File: config.mk
export PLATFORM = sky130hd
export DESIGN_NAME = ilr_regs
export DESIGN_NICKNAME = d
export VERILOG_FILES = /design/src/ilr_pkg.sv /design/src/ilr_regs.sv
export SDC_FILE = /design/constraint.sdc
export NUM_CORES = 1
export LEC_CHECK = 0
export BUFFER_PORTS_ARGS = -buffer_cell sky130_fd_sc_hd__buf_2
export CAP_MARGIN = 5
export CORE_MARGIN = 5
export CORE_UTILIZATION = 52
export DETAILED_ROUTE_END_ITERATION = 10
export PLACE_DENSITY_LB_ADDON = 0.08
export SLEW_MARGIN = 20
export SYNTH_ARGS = -nofsm -noshare
export SYNTH_HDL_FRONTEND = slang
export SYNTH_SLANG_ARGS = --single-unit
File: constraint.sdc
create_clock -name clock_i -period 3.4 [get_ports clock_i]
set_input_delay 0.34 -clock clock_i [delete_from_list [all_inputs] [get_ports clock_i]]
set_output_delay 0.34 -clock clock_i [all_outputs]
set_load 0.01 [all_outputs]
File: src/ilr_pkg.sv
// Shared constants and carriers for the lock and soft reset register logic.
package ilr_pkg;

  // Register offsets as seen by the serial interface decoder.
  localparam logic [7:0] ADDR_SUPPLY_FAULT = 8'h02; // Supply fault status.
  localparam logic [7:0] ADDR_CHIP_TEMP    = 8'h0E; // Chip temperature.
  localparam logic [7:0] ADDR_WLC          = 8'h10; // Write lock control.

  // Field positions inside the write lock control register.
  localparam int LOCK_BIT = 7; // Init done lock bit.
  localparam int DIS_BIT  = 3; // Supply error report disable bit.
  localparam int KEY_LSB  = 0; // Lowest restart key bit.
  localparam int KEY_W    = 2; // Width of the restart key field.

  // Restart key values of the three writes, in order.
  localparam logic [1:0] KEY_STEP1 = 2'h0; // First write, both bits low.
  localparam logic [1:0] KEY_STEP2 = 2'h3; // Second write, both bits high.
  localparam logic [1:0] KEY_STEP3 = 2'h2; // Third write, only bit one high.
  localparam logic [1:0] KEY_READ  = 2'h0; // Key field as seen on a read.

  // Reset values.
  localparam logic [7:0] WLC_RST  = 8'h00; // Write lock control at reset.
  localparam logic [7:0] TEMP_RST = 8'h00; // Chip temperature at reset.
  localparam logic [7:0] KEY_MASK = 8'h03; // Key bits, kept out of the check.
  localparam logic [7:0] CHK_RST  = 8'h00; // Check code at reset.

  // Width of the check code.
  localparam int CHK_W = 8;

  // Register access request from the serial interface decoder.
  typedef struct packed {
    logic       write; // One for a write, zero for a read.
    logic [7:0] addr;  // Register offset.
    logic [7:0] wdata; // Write data.
  } ilr_req_s;

  // Register access response back to the serial interface.
  typedef struct packed {
    logic       err_code; // Send the sensor data error code instead.
    logic [7:0] data;     // Register contents returned.
  } ilr_rsp_s;

  // Progress through the restart key sequence.
  typedef enum logic [1:0] {
    KEY_IDLE,
    KEY_GOT1,
    KEY_GOT2
  } ilr_key_e;

endpackage

File: src/ilr_regs.sv
`timescale 1ns/1ns
// Contract
// RQ1: Read-only chip temperature register, resets to zero.
// RQ2: Init done lock is bit seven, set by write.
// RQ3: Lock set blocks writes outside write lock control.
// RQ4: Lock set lets only restart key bits change.
// RQ5: Lock stays set until device reset.
// RQ6: Lock set starts continuous check code comparison.
// RQ7: Lock set disables and refuses self-test start.
// RQ8: SPI, disable low: hold, then one error code.
// RQ9: SPI, disable low: clear on read/transmit when zero.
// RQ10: SPI, disable high: silent, clear at timer zero.
// RQ11: I2C: silent until expiry, clear only by read.
// RQ12: Host writes keys 00, 11, then 01; the code takes 10 as the third key.
// RQ13: Soft reset only on exact third key write.
// RQ14: Write response returns newly written contents with keys.
// RQ15: Third key write gets no response or acknowledge.
// RQ16: Read returns 00 keys and aborts key sequence.
// RQ17: Restart key bits excluded from the check code.
// RQ18: One shared timer, reloaded while supply error present.
// RQ19: Temperature and timer state come from outside.
module ilr_regs
#(
  parameter int USER_W = 64 // Width of the other user writable registers.
)
(
  input  wire logic             clock_i,          // System clock, 100 MHz.
  input  wire logic             sys_rst_i,        // Asynchronous reset, high.
  input  wire logic             ce_i,             // Clock enable.
  input  wire logic             spi_mode_i,       // One for SPI, zero for I2C.
  input  wire logic             req_valid_i,      // Register access strobe.
  input  wire ilr_pkg::ilr_req_s req_i,           // Register access request.
  input  wire logic             data_tx_i,        // Status data transmission.
  input  wire logic [7:0]       temp_i,           // Measured temperature.
  input  wire logic             sup_err_i,        // Supply error present.
  input  wire logic             timer_zero_i,     // Supply timer at zero.
  input  wire logic [USER_W-1:0] user_regs_i,     // Other writable registers.
  input  wire logic             selftest_req_i,   // Self-test start request.
  output logic                  rsp_valid_o,      // Response strobe.
  output ilr_pkg::ilr_rsp_s     rsp_o,            // Response contents.
  output logic                  no_ack_o,         // Withhold acknowledge.
  output logic                  hold_rsp_o,       // No responses allowed.
  output logic                  user_wr_en_o,     // Other registers writable.
  output logic                  lock_o,           // Init done lock state.
  output logic                  sup_fault_o,      // Supply error flag.
  output logic                  chk_err_o,        // Check code mismatch seen.
  output logic                  selftest_start_o, // Self-test start granted.
  output logic                  soft_reset_o      // Soft reset pulse.
);

  // Refuse widths that do not fold into whole bytes.
  if (USER_W % ilr_pkg::CHK_W != 0 || USER_W < ilr_pkg::CHK_W)
  begin : g_width_check
    $error("USER_W must be a positive multiple of the check width.");
  end

  // Stored register state.
  logic [7:0]        wlc_ff;       // Write lock control contents.
  logic [7:0]        temp_ff;      // Chip temperature contents.
  logic              sup_ff;       // Supply error flag.
  logic              ecode_ff;     // Error code response still owed.
  logic              srst_ff;      // Soft reset in progress.
  logic              chk_err_ff;   // Sticky check code mismatch.
  logic              lock_d_ff;    // Lock state one cycle earlier.
  logic [ilr_pkg::CHK_W-1:0] chk_prev_ff; // Previously computed code.
  ilr_pkg::ilr_key_e key_ff;       // Key sequence progress.
  ilr_pkg::ilr_rsp_s rsp_ff;       // Registered response.
  logic              rsp_v_ff;     // Registered response strobe.

  // Next values.
  logic [7:0]        nxt_wlc;
  logic              nxt_sup;
  logic              nxt_ecode;
  ilr_pkg::ilr_key_e nxt_key;
  logic [ilr_pkg::CHK_W-1:0] nxt_chk;

  // Access decode.
  wire logic       lock    = wlc_ff[ilr_pkg::LOCK_BIT];
  wire logic       dis     = wlc_ff[ilr_pkg::DIS_BIT];
  wire logic       wr_acc  = req_valid_i && req_i.write;
  wire logic       rd_acc  = req_valid_i && !req_i.write;
  wire logic       wr_wlc  = wr_acc && req_i.addr == ilr_pkg::ADDR_WLC;
  wire logic       rd_sup  = rd_acc &&
                             req_i.addr == ilr_pkg::ADDR_SUPPLY_FAULT;
  wire logic [1:0] wr_key  = req_i.wdata[ilr_pkg::KEY_LSB +: ilr_pkg::KEY_W];
  wire logic       key_hit = wr_wlc && key_ff == ilr_pkg::KEY_GOT2 &&
                             wr_key == ilr_pkg::KEY_STEP3;

  // Locked writes only reach the key bits; the lock bit never falls.
  assign nxt_wlc = !wr_wlc ? wlc_ff :
                   lock    ? ((wlc_ff & ~ilr_pkg::KEY_MASK) |
                              (req_i.wdata & ilr_pkg::KEY_MASK)) : // RQ4
                             (req_i.wdata |
                              (wlc_ff & (8'h01 << ilr_pkg::LOCK_BIT))); // RQ5

  // Writes to the other user registers are cut off by the lock.
  assign user_wr_en_o = !lock; // RQ3

  // Read data before the key field is masked.
  wire logic [7:0] rd_raw = req_i.addr == ilr_pkg::ADDR_CHIP_TEMP ? temp_ff :
                            req_i.addr == ilr_pkg::ADDR_WLC ? wlc_ff :
                            8'h00;
  // A read always shows zeros in the key field.
  wire logic [7:0] rd_data = req_i.addr == ilr_pkg::ADDR_WLC ?
                             {rd_raw[7:2], ilr_pkg::KEY_READ} : rd_raw; // RQ16

  // A write answers with the contents it leaves behind, keys included.
  wire logic [7:0] wr_data = req_i.addr == ilr_pkg::ADDR_WLC ? nxt_wlc :
                             rd_raw; // RQ14

  // Key sequence: only three back to back writes of the right keys count.
  always_comb
  begin
    nxt_key = ilr_pkg::KEY_IDLE;
    if (!req_valid_i)
    begin
      // No access leaves the sequence where it is.
      nxt_key = key_ff;
    end
    else if (wr_wlc && wr_key == ilr_pkg::KEY_STEP1)
    begin
      // A first key always restarts the sequence.
      nxt_key = ilr_pkg::KEY_GOT1; // RQ13
    end
    else if (wr_wlc && key_ff == ilr_pkg::KEY_GOT1 &&
             wr_key == ilr_pkg::KEY_STEP2)
    begin
      // Second key only counts right after the first.
      nxt_key = ilr_pkg::KEY_GOT2; // RQ13
    end
    // Reads, other writes and wrong keys fall back to idle. RQ16
  end

  // Supply error flag: the present error wins over any clear except soft reset.
  always_comb
  begin
    nxt_sup   = sup_ff;
    nxt_ecode = ecode_ff;
    if (spi_mode_i && !dis)
    begin
      // Owe one error code response while the timer runs.
      if (sup_ff && !timer_zero_i)
      begin
        nxt_ecode = 1'b1; // RQ8
      end
      else if (timer_zero_i && (data_tx_i || req_valid_i))
      begin
        nxt_ecode = 1'b0; // RQ8
      end
      // Clears only once the timer has run out.
      if (timer_zero_i && (rd_sup || data_tx_i))
      begin
        nxt_sup = 1'b0; // RQ9
      end
    end
    else if (spi_mode_i)
    begin
      // Reporting disabled: the flag drops by itself at timer zero.
      nxt_ecode = 1'b0;
      if (timer_zero_i)
      begin
        nxt_sup = 1'b0; // RQ10
      end
    end
    else
    begin
      // Two-wire mode clears only on a read of the fault status.
      nxt_ecode = 1'b0;
      if (rd_sup)
      begin
        nxt_sup = 1'b0; // RQ11
      end
    end
    if (sup_err_i)
    begin
      nxt_sup = 1'b1; // RQ18
    end
  end

  // Check code folds the other user registers and the non-key bits.
  always_comb
  begin
    nxt_chk = wlc_ff[ilr_pkg::CHK_W-1:0] & ~ilr_pkg::KEY_MASK; // RQ17
    for (int i = 0; i < USER_W / ilr_pkg::CHK_W; i++)
    begin
      nxt_chk = {nxt_chk[ilr_pkg::CHK_W-2:0], nxt_chk[ilr_pkg::CHK_W-1]} ^
                user_regs_i[i*ilr_pkg::CHK_W +: ilr_pkg::CHK_W];
    end
  end

  // Any response is held while the shared timer runs.
  assign hold_rsp_o = !timer_zero_i; // RQ8 RQ10 RQ11

  // Register contents and soft reset.
  always_ff @(posedge clock_i or posedge sys_rst_i)
  begin
    if (sys_rst_i)
    begin
      wlc_ff  <= ilr_pkg::WLC_RST;
      temp_ff <= ilr_pkg::TEMP_RST;
      key_ff  <= ilr_pkg::KEY_IDLE;
      srst_ff <= 1'b0;
    end
    else if (ce_i)
    begin
      if (srst_ff)
      begin
        // Soft reset returns the block to its reset contents.
        wlc_ff  <= ilr_pkg::WLC_RST; // RQ5
        temp_ff <= ilr_pkg::TEMP_RST;
        key_ff  <= ilr_pkg::KEY_IDLE;
        srst_ff <= 1'b0;
      end
      else
      begin
        wlc_ff  <= nxt_wlc; // RQ2
        temp_ff <= temp_i; // RQ1 RQ19
        key_ff  <= nxt_key;
        srst_ff <= key_hit; // RQ13
      end
    end
  end

  // Supply flag and owed error code.
  always_ff @(posedge clock_i or posedge sys_rst_i)
  begin
    if (sys_rst_i)
    begin
      sup_ff   <= 1'b0;
      ecode_ff <= 1'b0;
    end
    else if (ce_i)
    begin
      sup_ff   <= srst_ff ? 1'b0 : nxt_sup;
      ecode_ff <= srst_ff ? 1'b0 : nxt_ecode;
    end
  end

  // Continuous check: each code is compared with the one before.
  always_ff @(posedge clock_i or posedge sys_rst_i)
  begin
    if (sys_rst_i)
    begin
      chk_prev_ff <= ilr_pkg::CHK_RST;
      lock_d_ff   <= 1'b0;
      chk_err_ff  <= 1'b0;
    end
    else if (ce_i)
    begin
      chk_prev_ff <= nxt_chk;
      lock_d_ff   <= srst_ff ? 1'b0 : lock;
      if (srst_ff)
      begin
        chk_err_ff <= 1'b0;
      end
      else if (lock && lock_d_ff && nxt_chk != chk_prev_ff)
      begin
        chk_err_ff <= 1'b1; // RQ6
      end
    end
  end

  // Response register: the third key write gets no answer at all.
  always_ff @(posedge clock_i or posedge sys_rst_i)
  begin
    if (sys_rst_i)
    begin
      rsp_ff   <= '0;
      rsp_v_ff <= 1'b0;
    end
    else if (ce_i)
    begin
      rsp_v_ff <= req_valid_i && !key_hit && !srst_ff &&
                  timer_zero_i; // RQ15
      if (req_valid_i)
      begin
        rsp_ff.data     <= req_i.write ? wr_data : rd_data;
        rsp_ff.err_code <= ecode_ff && spi_mode_i; // RQ8
      end
    end
  end

  // Outputs.
  assign rsp_valid_o      = rsp_v_ff;
  assign rsp_o            = rsp_ff;
  assign no_ack_o         = key_hit; // RQ15
  assign lock_o           = lock;
  assign sup_fault_o      = sup_ff;
  assign chk_err_o        = chk_err_ff;
  assign selftest_start_o = selftest_req_i && !lock; // RQ7
  assign soft_reset_o     = srst_ff;
endmodule

After elaboration in Yosys (flattened, before gate mapping). Cells that the tools add are included.

Logic and storage cells: 98. Input port bits: 98. Bits in registers: 41. Output and inout port bits: 18.

Reductions and logical operators: 37. Equal/unequal tests: 11. Multiplexer cells: 28. Bitwise operators: 10.

Operator list (count): $mux 8 (8); $xor 8x8->8 (8); $logic_and 1x1->1 (20); $mux 1 (15); $mux 2 (5); $eq 8x2->1 const B (1); $eq 8x4->1 const B (1); $eq 8x5->1 const B (1); $ne 8x8->1 (1); $or 8x2->8 (1); $or 8x8->8 (1); $reduce_and 2->1 (4); $eq 2x2->1 const B (3); $logic_not 1->1 (6); $ne 5x1->1 const B (1); $reduce_bool 5->1 (1); $ne 4x2->1 const B (1); $ne 4x3->1 const B (1); $reduce_and 4->1 (1); $reduce_bool 2->1 (2); $eq 2x1->1 const B (1); $logic_not 2->1 (1); $logic_or 1x1->1 (2).

Longest topological paths before layout. Gate-level depths: netlist of the first run.

Depth in word-level cells: 12. Depth in mapped cells: 6.

Worst setup path after synthesis of the first run. OpenSTA, ideal clock, no wires.

Path type: input-to-reg. Start: input req_i[15] in the netlist's numbering. End: register rsp_ff (netlist bit rsp_o[2]). Setup slack: 1.710 ns. Data required time: 3.336 ns. Buffers on the path: 0. Data arrival time: 1.625 ns. Stages on the path: 5. Cells stage by stage: or4_4 > nor4_4 > a2bb2oi_2 > a211oi_2 > a21o_1.

Cells in the longest elaborated chain, start to end: 5.

RTL lines: from (decl) (line ilr_regs.sv:32) `input wire ilr_pkg::ilr_req_s req_i,`; $eq 8x5->1 (line ilr_regs.sv:82, ilr_regs.sv:101, ilr_regs.sv:108); $mux 8 or $logic_and 1x1->1 (tied branches) (line ilr_regs.sv:101, ilr_regs.sv:82); $mux 8, on equally long branches (line ilr_regs.sv:100, ilr_regs.sv:90); $mux 8 (line ilr_regs.sv:108) `wire logic [7:0] wr_data = req_i.addr == ilr_pkg::ADDR_WLC ? nxt_wlc :`; $mux 8 (*) (line ilr_regs.sv:277) `rsp_ff.data <= req_i.write ? wr_data : rd_data;`; to (decl) (line ilr_regs.sv:67) `ilr_pkg::ilr_rsp_s rsp_ff;`.

Every way passes the cells marked *; elsewhere a longest branch is shown, timed or not. A chain may end at the register's enable or synchronous reset.

Worst setup path after layout of the first run.
Start: input req_i[15] in the netlist's numbering. End: output no_ack_o.

Cells in the longest elaborated chain, start to end: 4.

RTL lines: $eq 8x5->1 (line ilr_regs.sv:82) `wire logic wr_wlc = wr_acc && req_i.addr == ilr_pkg::ADDR_WLC;`; $logic_and 1x1->1 (line ilr_regs.sv:82); $logic_and 1x1->1 (2 in a row) (line ilr_regs.sv:86) `wire logic key_hit = wr_wlc && key_ff == ilr_pkg::KEY_GOT2 &&`; to (decl) (line ilr_regs.sv:41) `output logic no_ack_o,`.

No other way between the ends.

==> results of run 1 <==
[stage by stage]
stage	total power, W	instance area, sq um
floorplan	0.000933	2650
global placement	0.00105	3280
detailed placement	0.00106	3280
CTS	0.00137	3370
global route	0.00144	3370
finish	0.00136	3370
[power groups by stage]
stage               sequential (W)  combinational, W  clock, W
finish                    0.000547          0.000501  0.000311
global route              0.000554          0.000548  0.000340
CTS                       0.000548          0.000508  0.000318
detailed placement        0.000557          0.000506         0
global placement          0.000554          0.000496         0
floorplan                 0.000550          0.000383         0
[kinds of logic after synthesis]
family                 count (synthesis)  synth area share (%)
XOR/XNOR                              64                  28.7
AO/OA/AOI/OAI                         60                  16.6
AND/OR/NAND/NOR                       57                  11.1
flip-flops                            39                  36.9
buffers and inverters                 18                  2.60
multiplexers                          10                  4.11
[area by class of cell]
| type | instances | area [sq um] |
|---|---|---|
| timing repair buffer | 116 | 583 |
| fill | 431 | 1640 |
| inverter | 8 | 30.0 |
| multi-input combinational | 191 | 1600 |
| clock inverter | 3 | 20.0 |
| tap | 70 | 87.6 |
| sequential | 39 | 976 |
| clock buffer | 5 | 68.8 |
[sequential cells by signal, summed over array words and instances, names as in the netlist, 2 cells and up]
register and cells:
rsp_o 9, chk_prev_ff 8, temp_ff 8, wlc_ff 6, key_ff 2
[cell usage in the layout (no fill, tap or decap), types with 5 or more instances in the layout]
cell	n
o21ai_0	5
xor2_1	8
a21o_1	5
nor3_1	5
a22o_1	10
mux2_2	7
buf_2	115
xnor3_1	9
xor3_1	5
a22oi_1	7
a21oi_1	11
nand2_1	14
nand3_1	6
o31ai_1	5
inv_1	8
xnor2_1	42
nor2_1	19
o2bb2ai_1	5
clkbuf_8	5
dfrtp_1	39
[per-layer routing]
metal  vias to the layer above  share of wire [%]
met2                        87                 50
met5                         -                  0
li1                       1111                  -
met4                         0               0.87
met1                      1121                 42
met3                        11                7.6
[worst min-delay path, stage by stage]
cell and delay [ns]:
buf_2 0.10, inv_1 0.04, buf_4 0.41
[final timing paths]
| check | slack, ns | startpoint | endpoint | depth (start not counted) |
|---|---|---|---|---|
| setup / recovery | 1.35 | req_i[15] | no_ack_o | 6 |
| hold / removal | 0.15 | sys_rst_i | chk_prev_ff[6]$_DFFE_PP0P_ | 3 |
| setup reg to reg | 1.66 | wlc_ff[7]$_DFFE_PP0P_ | chk_err_o$_DFFE_PP0P_ | 5 |
| hold reg to reg | 0.48 | rsp_o[0]$_DFFE_PP0P_ | rsp_o[0]$_DFFE_PP0P_ | 2 |
| max in group asynchronous | 2.91 | sys_rst_i | key_ff[0]$_DFFE_PP0P_ | 3 |
| min in group clock_i | 0.25 | temp_i[2] | temp_ff[2]$_DFFE_PP0P_ | 2 |
==> impl_metrics.yaml, run 1 <==
status:
  run_status: "finished clean"
placed_design:
  pre_cts_ws_ns: 1.28
  dp.cells: 424
  post-dp-hpwl_mm: 5.15
  place_congestion: 0.845
  io_buffer_count: 115
cells_and_area:
  fin_cells: 432
  fin_util_pct: 67.2
  diodes: 0
  synthToLayoutAreaGrowth_pct: 27.2
  layout-drive-gt1-share_pct: 37.8
  finalNetCount: 459
sta:
  period_minus_slack_ns: 2.05
  min_period_over_period_pct: 60.3
  timing.hold.ws_ns: 0.149
  relSlewSlack_pct: 51.0
  fin_tns_setup_ns: 0
  finalHoldViolations: 0
  setup_viol_count_final: 0
  fmax_mhz: 488
  tightestPinTransition_ns: 0.733
  layout_setup_ws_ns: 1.35
  skew_ns: 0.00670
  grt_setup_unrepaired: "false"
  maxSlewViolCount: 0
synthesis:
  yosysTopAreaCellShare_pct: 36.9
  synthArstFlopShare_pct: 100
  ys_top_cells_by_count: "xnor2_1 (42), dfrtp_1 (39), nor2_1 (19)"
  synth_seq_cells: 39
  syn-instance-count: 248
  synth_area_sq_um: 2650
  synth-edff-count: 0
  syn_nets: 346
  synth.largest_area_cell: "dfrtp_1"
  synth_area_leaders: "dfrtp_1 (37%), xnor2_1 (14%), xnor3_1 (7.7%)"
  yosysWarnings: 0
  ys_seq_area_share_pct: 36.9
  synth_cell_types: 41
  ys.flop_type: "dfrtp_1"
  synth_most_common_cell: "xnor2_1"
  avgSynthCellArea_sq_um: 10.7
grt:
  grt_pass1_vias: 2280
  track_usage_pct: 20.7
  grt_overflow_total: 0
  grt_max_degree: 40
  grtUsageMet3_pct: 6.10
  antenna_found_initial: 0
  grt_pass1_wl_mm: 10.5
  busiest_layer: "met2"
  use_met2_pct: 34.7
  met1_usage_pct: 26.3
power:
  pwr_density_cell_nw_per_um2: 404
  switching_share_pct: 28.3
  p_int_w: 0.000975
  clkPwrFrac_pct: 22.9
  power_frac_seq_pct: 40.2
  power.share.combinational_pct: 36.9
  p_leak_nw: 1.67
  ir_drop_uv: 300
  p_sw_w: 0.000385
route:
  postRouteAntennaNets: 0
  vias_per_cell: 5.39
  firstDrtPassIters: 7
  dr.first_iter.drc_count: 104
  drc: 0
  via_count: 2330
  routed_wl_mm: 6.54
  wl_per_cell_microns: 15.1
floorplanning:
  dieArea_sq_um: 6620
  die_y_microns: 81.4
  io_pins: 116
  core_area_sq_um: 5010
  start_util_pct: 52.8
  core.rowCount: 26
  die_x_microns: 81.4
critical_path:
  crit_top_cell: "buf_2"
  crit_type: "input pin to primary output"
  crit_path_top_delay_cell: "nor4_2"
  crit_chain: "buf_2 > nor4_2 > and3_1 > nand3_1 > nor3_1 > buf_2"
  slowest_delay_ns: 0.39
  path_delay_family: "simple AND/OR/NAND/NOR gates"
  crit_arrival_ns: 1.71
  critPathLaunchType: "input pin"
  critPathMaxFanout: 4
  cp.required_ns: 3.06
  cp-end-kind: "primary output"
  path_buf_inv: 2
clock_tree:
  cts-root-buf: "clkbuf_8"
  cts_resized: 0
  cts.sinks: 39
  cts.path.max_buffers: 2
  cts_tree: "done"
  htreeDepth: 2
  clk_latency_ns: 0.29
  numCtsBuffers: 5
  ctsHoldBuffers: 0
  path_clk_slew_ns: 0.08
  postCtsSetupBuffers: 0
worst_hold_path:
  worstHoldPathType: "input pin to asynchronous set/reset pin"
job:
  maxCapViolCount: 0
Note: power is estimated with default switching activity, not from simulation.
==> run 2, diff against run 1 <==
--- a/config.mk
+++ b/config.mk
@@ -5,10 +5,11 @@
 export SDC_FILE = /design/constraint.sdc
 export NUM_CORES = 1
 export LEC_CHECK = 0
+export ABC_AREA = 1
 export BUFFER_PORTS_ARGS = -buffer_cell sky130_fd_sc_hd__buf_2
 export CAP_MARGIN = 5
 export CORE_MARGIN = 5
-export CORE_UTILIZATION = 52
+export CORE_UTILIZATION = 45
 export DETAILED_ROUTE_END_ITERATION = 10
 export PLACE_DENSITY_LB_ADDON = 0.08
 export SLEW_MARGIN = 20
==> constraint.sdc (replaced) <==
create_clock -name clock_i -period 1.69 [get_ports clock_i]
set_input_delay 0.169 -clock clock_i [delete_from_list [all_inputs] [get_ports clock_i]]
set_output_delay 0.169 -clock clock_i [all_outputs]
set_load 0.01 [all_outputs]
==> run 2 against run 1 <==
The flow now finishes with violations (negative hold slack). Synthesized cell count increased by 83%. Cell area increased by 14%. Sequential power increased by 110%. Area after synthesis increased by 12%. Utilization decreased by 7.2 points. Non-clock buffer count increased by 11. Global-route usage decreased by 2.1 points. Via count increased by 37%. Highest routed layer unchanged.
==> impl_metrics.yaml, run 2 <==
power:
  ir_drop_uv: 402
  pwr_density_cell_nw_per_um2: 701
  p_leak_nw: 2.27
route:
  firstDrtPassIters: 4
  drc: 0
  dr.first_iter.drc_count: 164
  vias_per_cell: 4.83
  wl_per_cell_microns: 11.6
  routed_wl_mm: 7.65
  via_count: 3191
  postRouteAntennaNets: 0
cells_and_area:
  largest_reg_flops: 9
  final_common_cell: "nand2_1"
  layout_common_cells: "nand2_1 (170), buf_2 (115), inv_1 (70)"
  synthToLayoutAreaGrowth_pct: 29.4
  finalNetCount: 680
  layout-drive-gt1-share_pct: 27.3
  num-fill-cells: 617
  multi_input_area_sq_um: 1660
  fin_util_pct: 60.0
  diodes: 0
  final-seq-area_sq_um: 1030
grt:
  antenna_found_initial: 0
  track_usage_pct: 18.6
  grt_pass1_vias: 2991
  grt_pass1_wl_mm: 13.1
  grt_max_degree: 42
  grt_overflow_total: 0
placed_design:
  place_congestion: 0.822
  post-dp-hpwl_mm: 6.13
  io_buffer_count: 115
  pre_cts_ws_ns: 0.0598
sta:
  finalHoldViolations: 32
  relSlewSlack_pct: 64.6
  fmax_mhz: 649
  tightestPinTransition_ns: 0.531
  min_period_over_period_pct: 91.2
  maxSlewViolCount: 0
  skew_ns: 0.00926
  period_minus_slack_ns: 1.54
  layout_setup_ws_ns: 0.148
  setup_viol_count_final: 0
  timing.hold.ws_ns: -0.0132
clock_tree:
  clk_latency_ns: 0.30
  htreeDepth: 2
  cts.sinks: 41
  cts-root-buf: "clkbuf_8"
  numCtsBuffers: 5
  ctsHoldBuffers: 0
  path_clk_slew_ns: 0.08
  cts.path.max_buffers: 2
  cts_tree: "done"
job:
  maxCapViolCount: 0
critical_path:
  reg2reg_depth: 16
  crit_path_top_delay_cell: "dfrtp_1"
  path_delay_family: "simple AND/OR/NAND/NOR gates"
  cp-end-kind: "register"
  crit_top_cell: "nand2_1"
  critPathLaunchType: "register"
  crit_arrival_ns: 1.73
  cp.depth: 16
  reg2reg_setup_slack_ns: 0.15
  cp.required_ns: 1.88
  critPathMaxFanout: 3
  slowest_delay_ns: 0.42
  crit_chain: "nor2_2 > inv_1 > nand2_1 > nand2_1 > nand2_2 > inv_2 > nand3_2 > nand2_2 > nand2_2 > nand2_1 > inv_1 > nand2_2 > nor2_2 > nand2_1 > nand2_1 > a21oi_2"
  path_buf_inv: 3
  crit_type: "register to register"
floorplanning:
  io_pins: 116
  start_util_pct: 46.4
  core_area_sq_um: 6390
  die_x_microns: 91.1
  dieArea_sq_um: 8300
  die_y_microns: 91.1
  core.rowCount: 29
synthesis:
  synth.largest_area_cell: "dfrtp_1"
  synthArstFlopShare_pct: 100
  ys_top_cells_by_count: "nand2_1 (175), inv_1 (73), dfrtp_1 (41)"
  synth_seq_cells: 41
  synth_cell_types: 31
  synth_area_leaders: "dfrtp_1 (35%), nand2_1 (22%), inv_1 (9.3%)"
  avgSynthCellArea_sq_um: 6.53
  synth-edff-count: 0
  synth_most_common_cell: "nand2_1"
  yosysWarnings: 0
  syn-instance-count: 453
  ys.flop_type: "dfrtp_1"
  syn_nets: 551
  yosysTopAreaCellShare_pct: 34.7
  ys_seq_area_share_pct: 34.7
  synth_area_sq_um: 2960
status:
  failed_checks: "negative hold slack"
  run_status: "finished, violations left"
worst_hold_path:
  worstHoldPathType: "input pin to asynchronous set/reset pin"
run 2: per-stage QoR:
stage	total power [W]	instances	cell area, sq um	setup TNS, ns
after floorplan	0.00168	453	2960	0
after global placement	0.00194	649	3680	0
after detailed placement	0.00197	649	3680	0
after CTS	0.00268	657	3780	0
after global routing	0.00289	660	3830	-0.0173
final	0.00269	660	3830	0
run 2: routing by layer:
layer	GRT usage, %	up-vias	wire length, microns
met3	4.55	7	521
met4	3.91	0	68
met1	25.2	1407	3500
li1	-	1681	-
met2	30.3	96	3560
met5	0	-	0
run 2: kinds of logic (layout without fill, tap and decap cells):
logic type | after synthesis | after routing | share of synthesized area [%]
buffers and inverters | 81 | 211 | 10.3
AOI/OAI and AO/OA | 55 | 55 | 11.5
and+or+nand+nor | 252 | 252 | 36.4
DFF | 41 | 41 | 34.7
xor gates and xnor gates | 24 | 24 | 7.10
run 2: layout make-up:
| type | instances | area share, % |
|---|---|---|
| Clock buffer | 7 | 2.51 |
| Clock inverter | 1 | 0.131 |
| Inverter | 76 | 7.45 |
| Multi-Input combinational cell | 331 | 43.2 |
| Sequential cell | 41 | 26.8 |
| Tap cell | 77 | 2.51 |
| Timing Repair Buffer | 127 | 17.4 |
run 2: path summary, 6_finish.rpt:
| check | start | endpoint |
|---|---|---|
| min in group clock_i | temp_i[0] | temp_ff[0]$_DFFE_PP0P_ |
| setup / recovery | wlc_ff[7]$_DFFE_PP0P_ | chk_err_o$_DFFE_PP0P_ |
| max in group asynchronous | sys_rst_i | wlc_ff[3]$_DFFE_PP0P_ |
| hold / removal | sys_rst_i | chk_prev_ff[5]$_DFFE_PP0P_ |
| setup reg to reg | wlc_ff[7]$_DFFE_PP0P_ | chk_err_o$_DFFE_PP0P_ |
| hold reg to reg | rsp_o[8]$_DFFE_PP0P_ | rsp_o[8]$_DFFE_PP0P_ |
run 2: worst reg2reg max path, cell delays in order, from the launching register on:
cell,delay (ns)
dfrtp_1,0.42
nor2_2,0.14
inv_1,0.05
nand2_1,0.06
nand2_1,0.05
nand2_2,0.08
inv_2,0.04
nand3_2,0.06
nand2_2,0.06
nand2_2,0.05
nand2_1,0.04
inv_1,0.06
nand2_2,0.05
nor2_2,0.11
nand2_1,0.06
nand2_1,0.07
a21oi_2,0.05
run 2: report_power, final:
part	switching, W	internal (W)	leakage (nW)
logic	0.000476	0.000356	1.69
clock network	0.000342	0.000369	0.0542
registers	0.0000653	0.00108	0.523
total	0.000884	0.00180	2.27
run 2: timing repair:
item / CTS / global route
resized for setup: 0 / 13
setup endpoints to repair: 0 / 1
buffers inserted: 0 / 3
endpoints found under the hold margin: 0 / 0
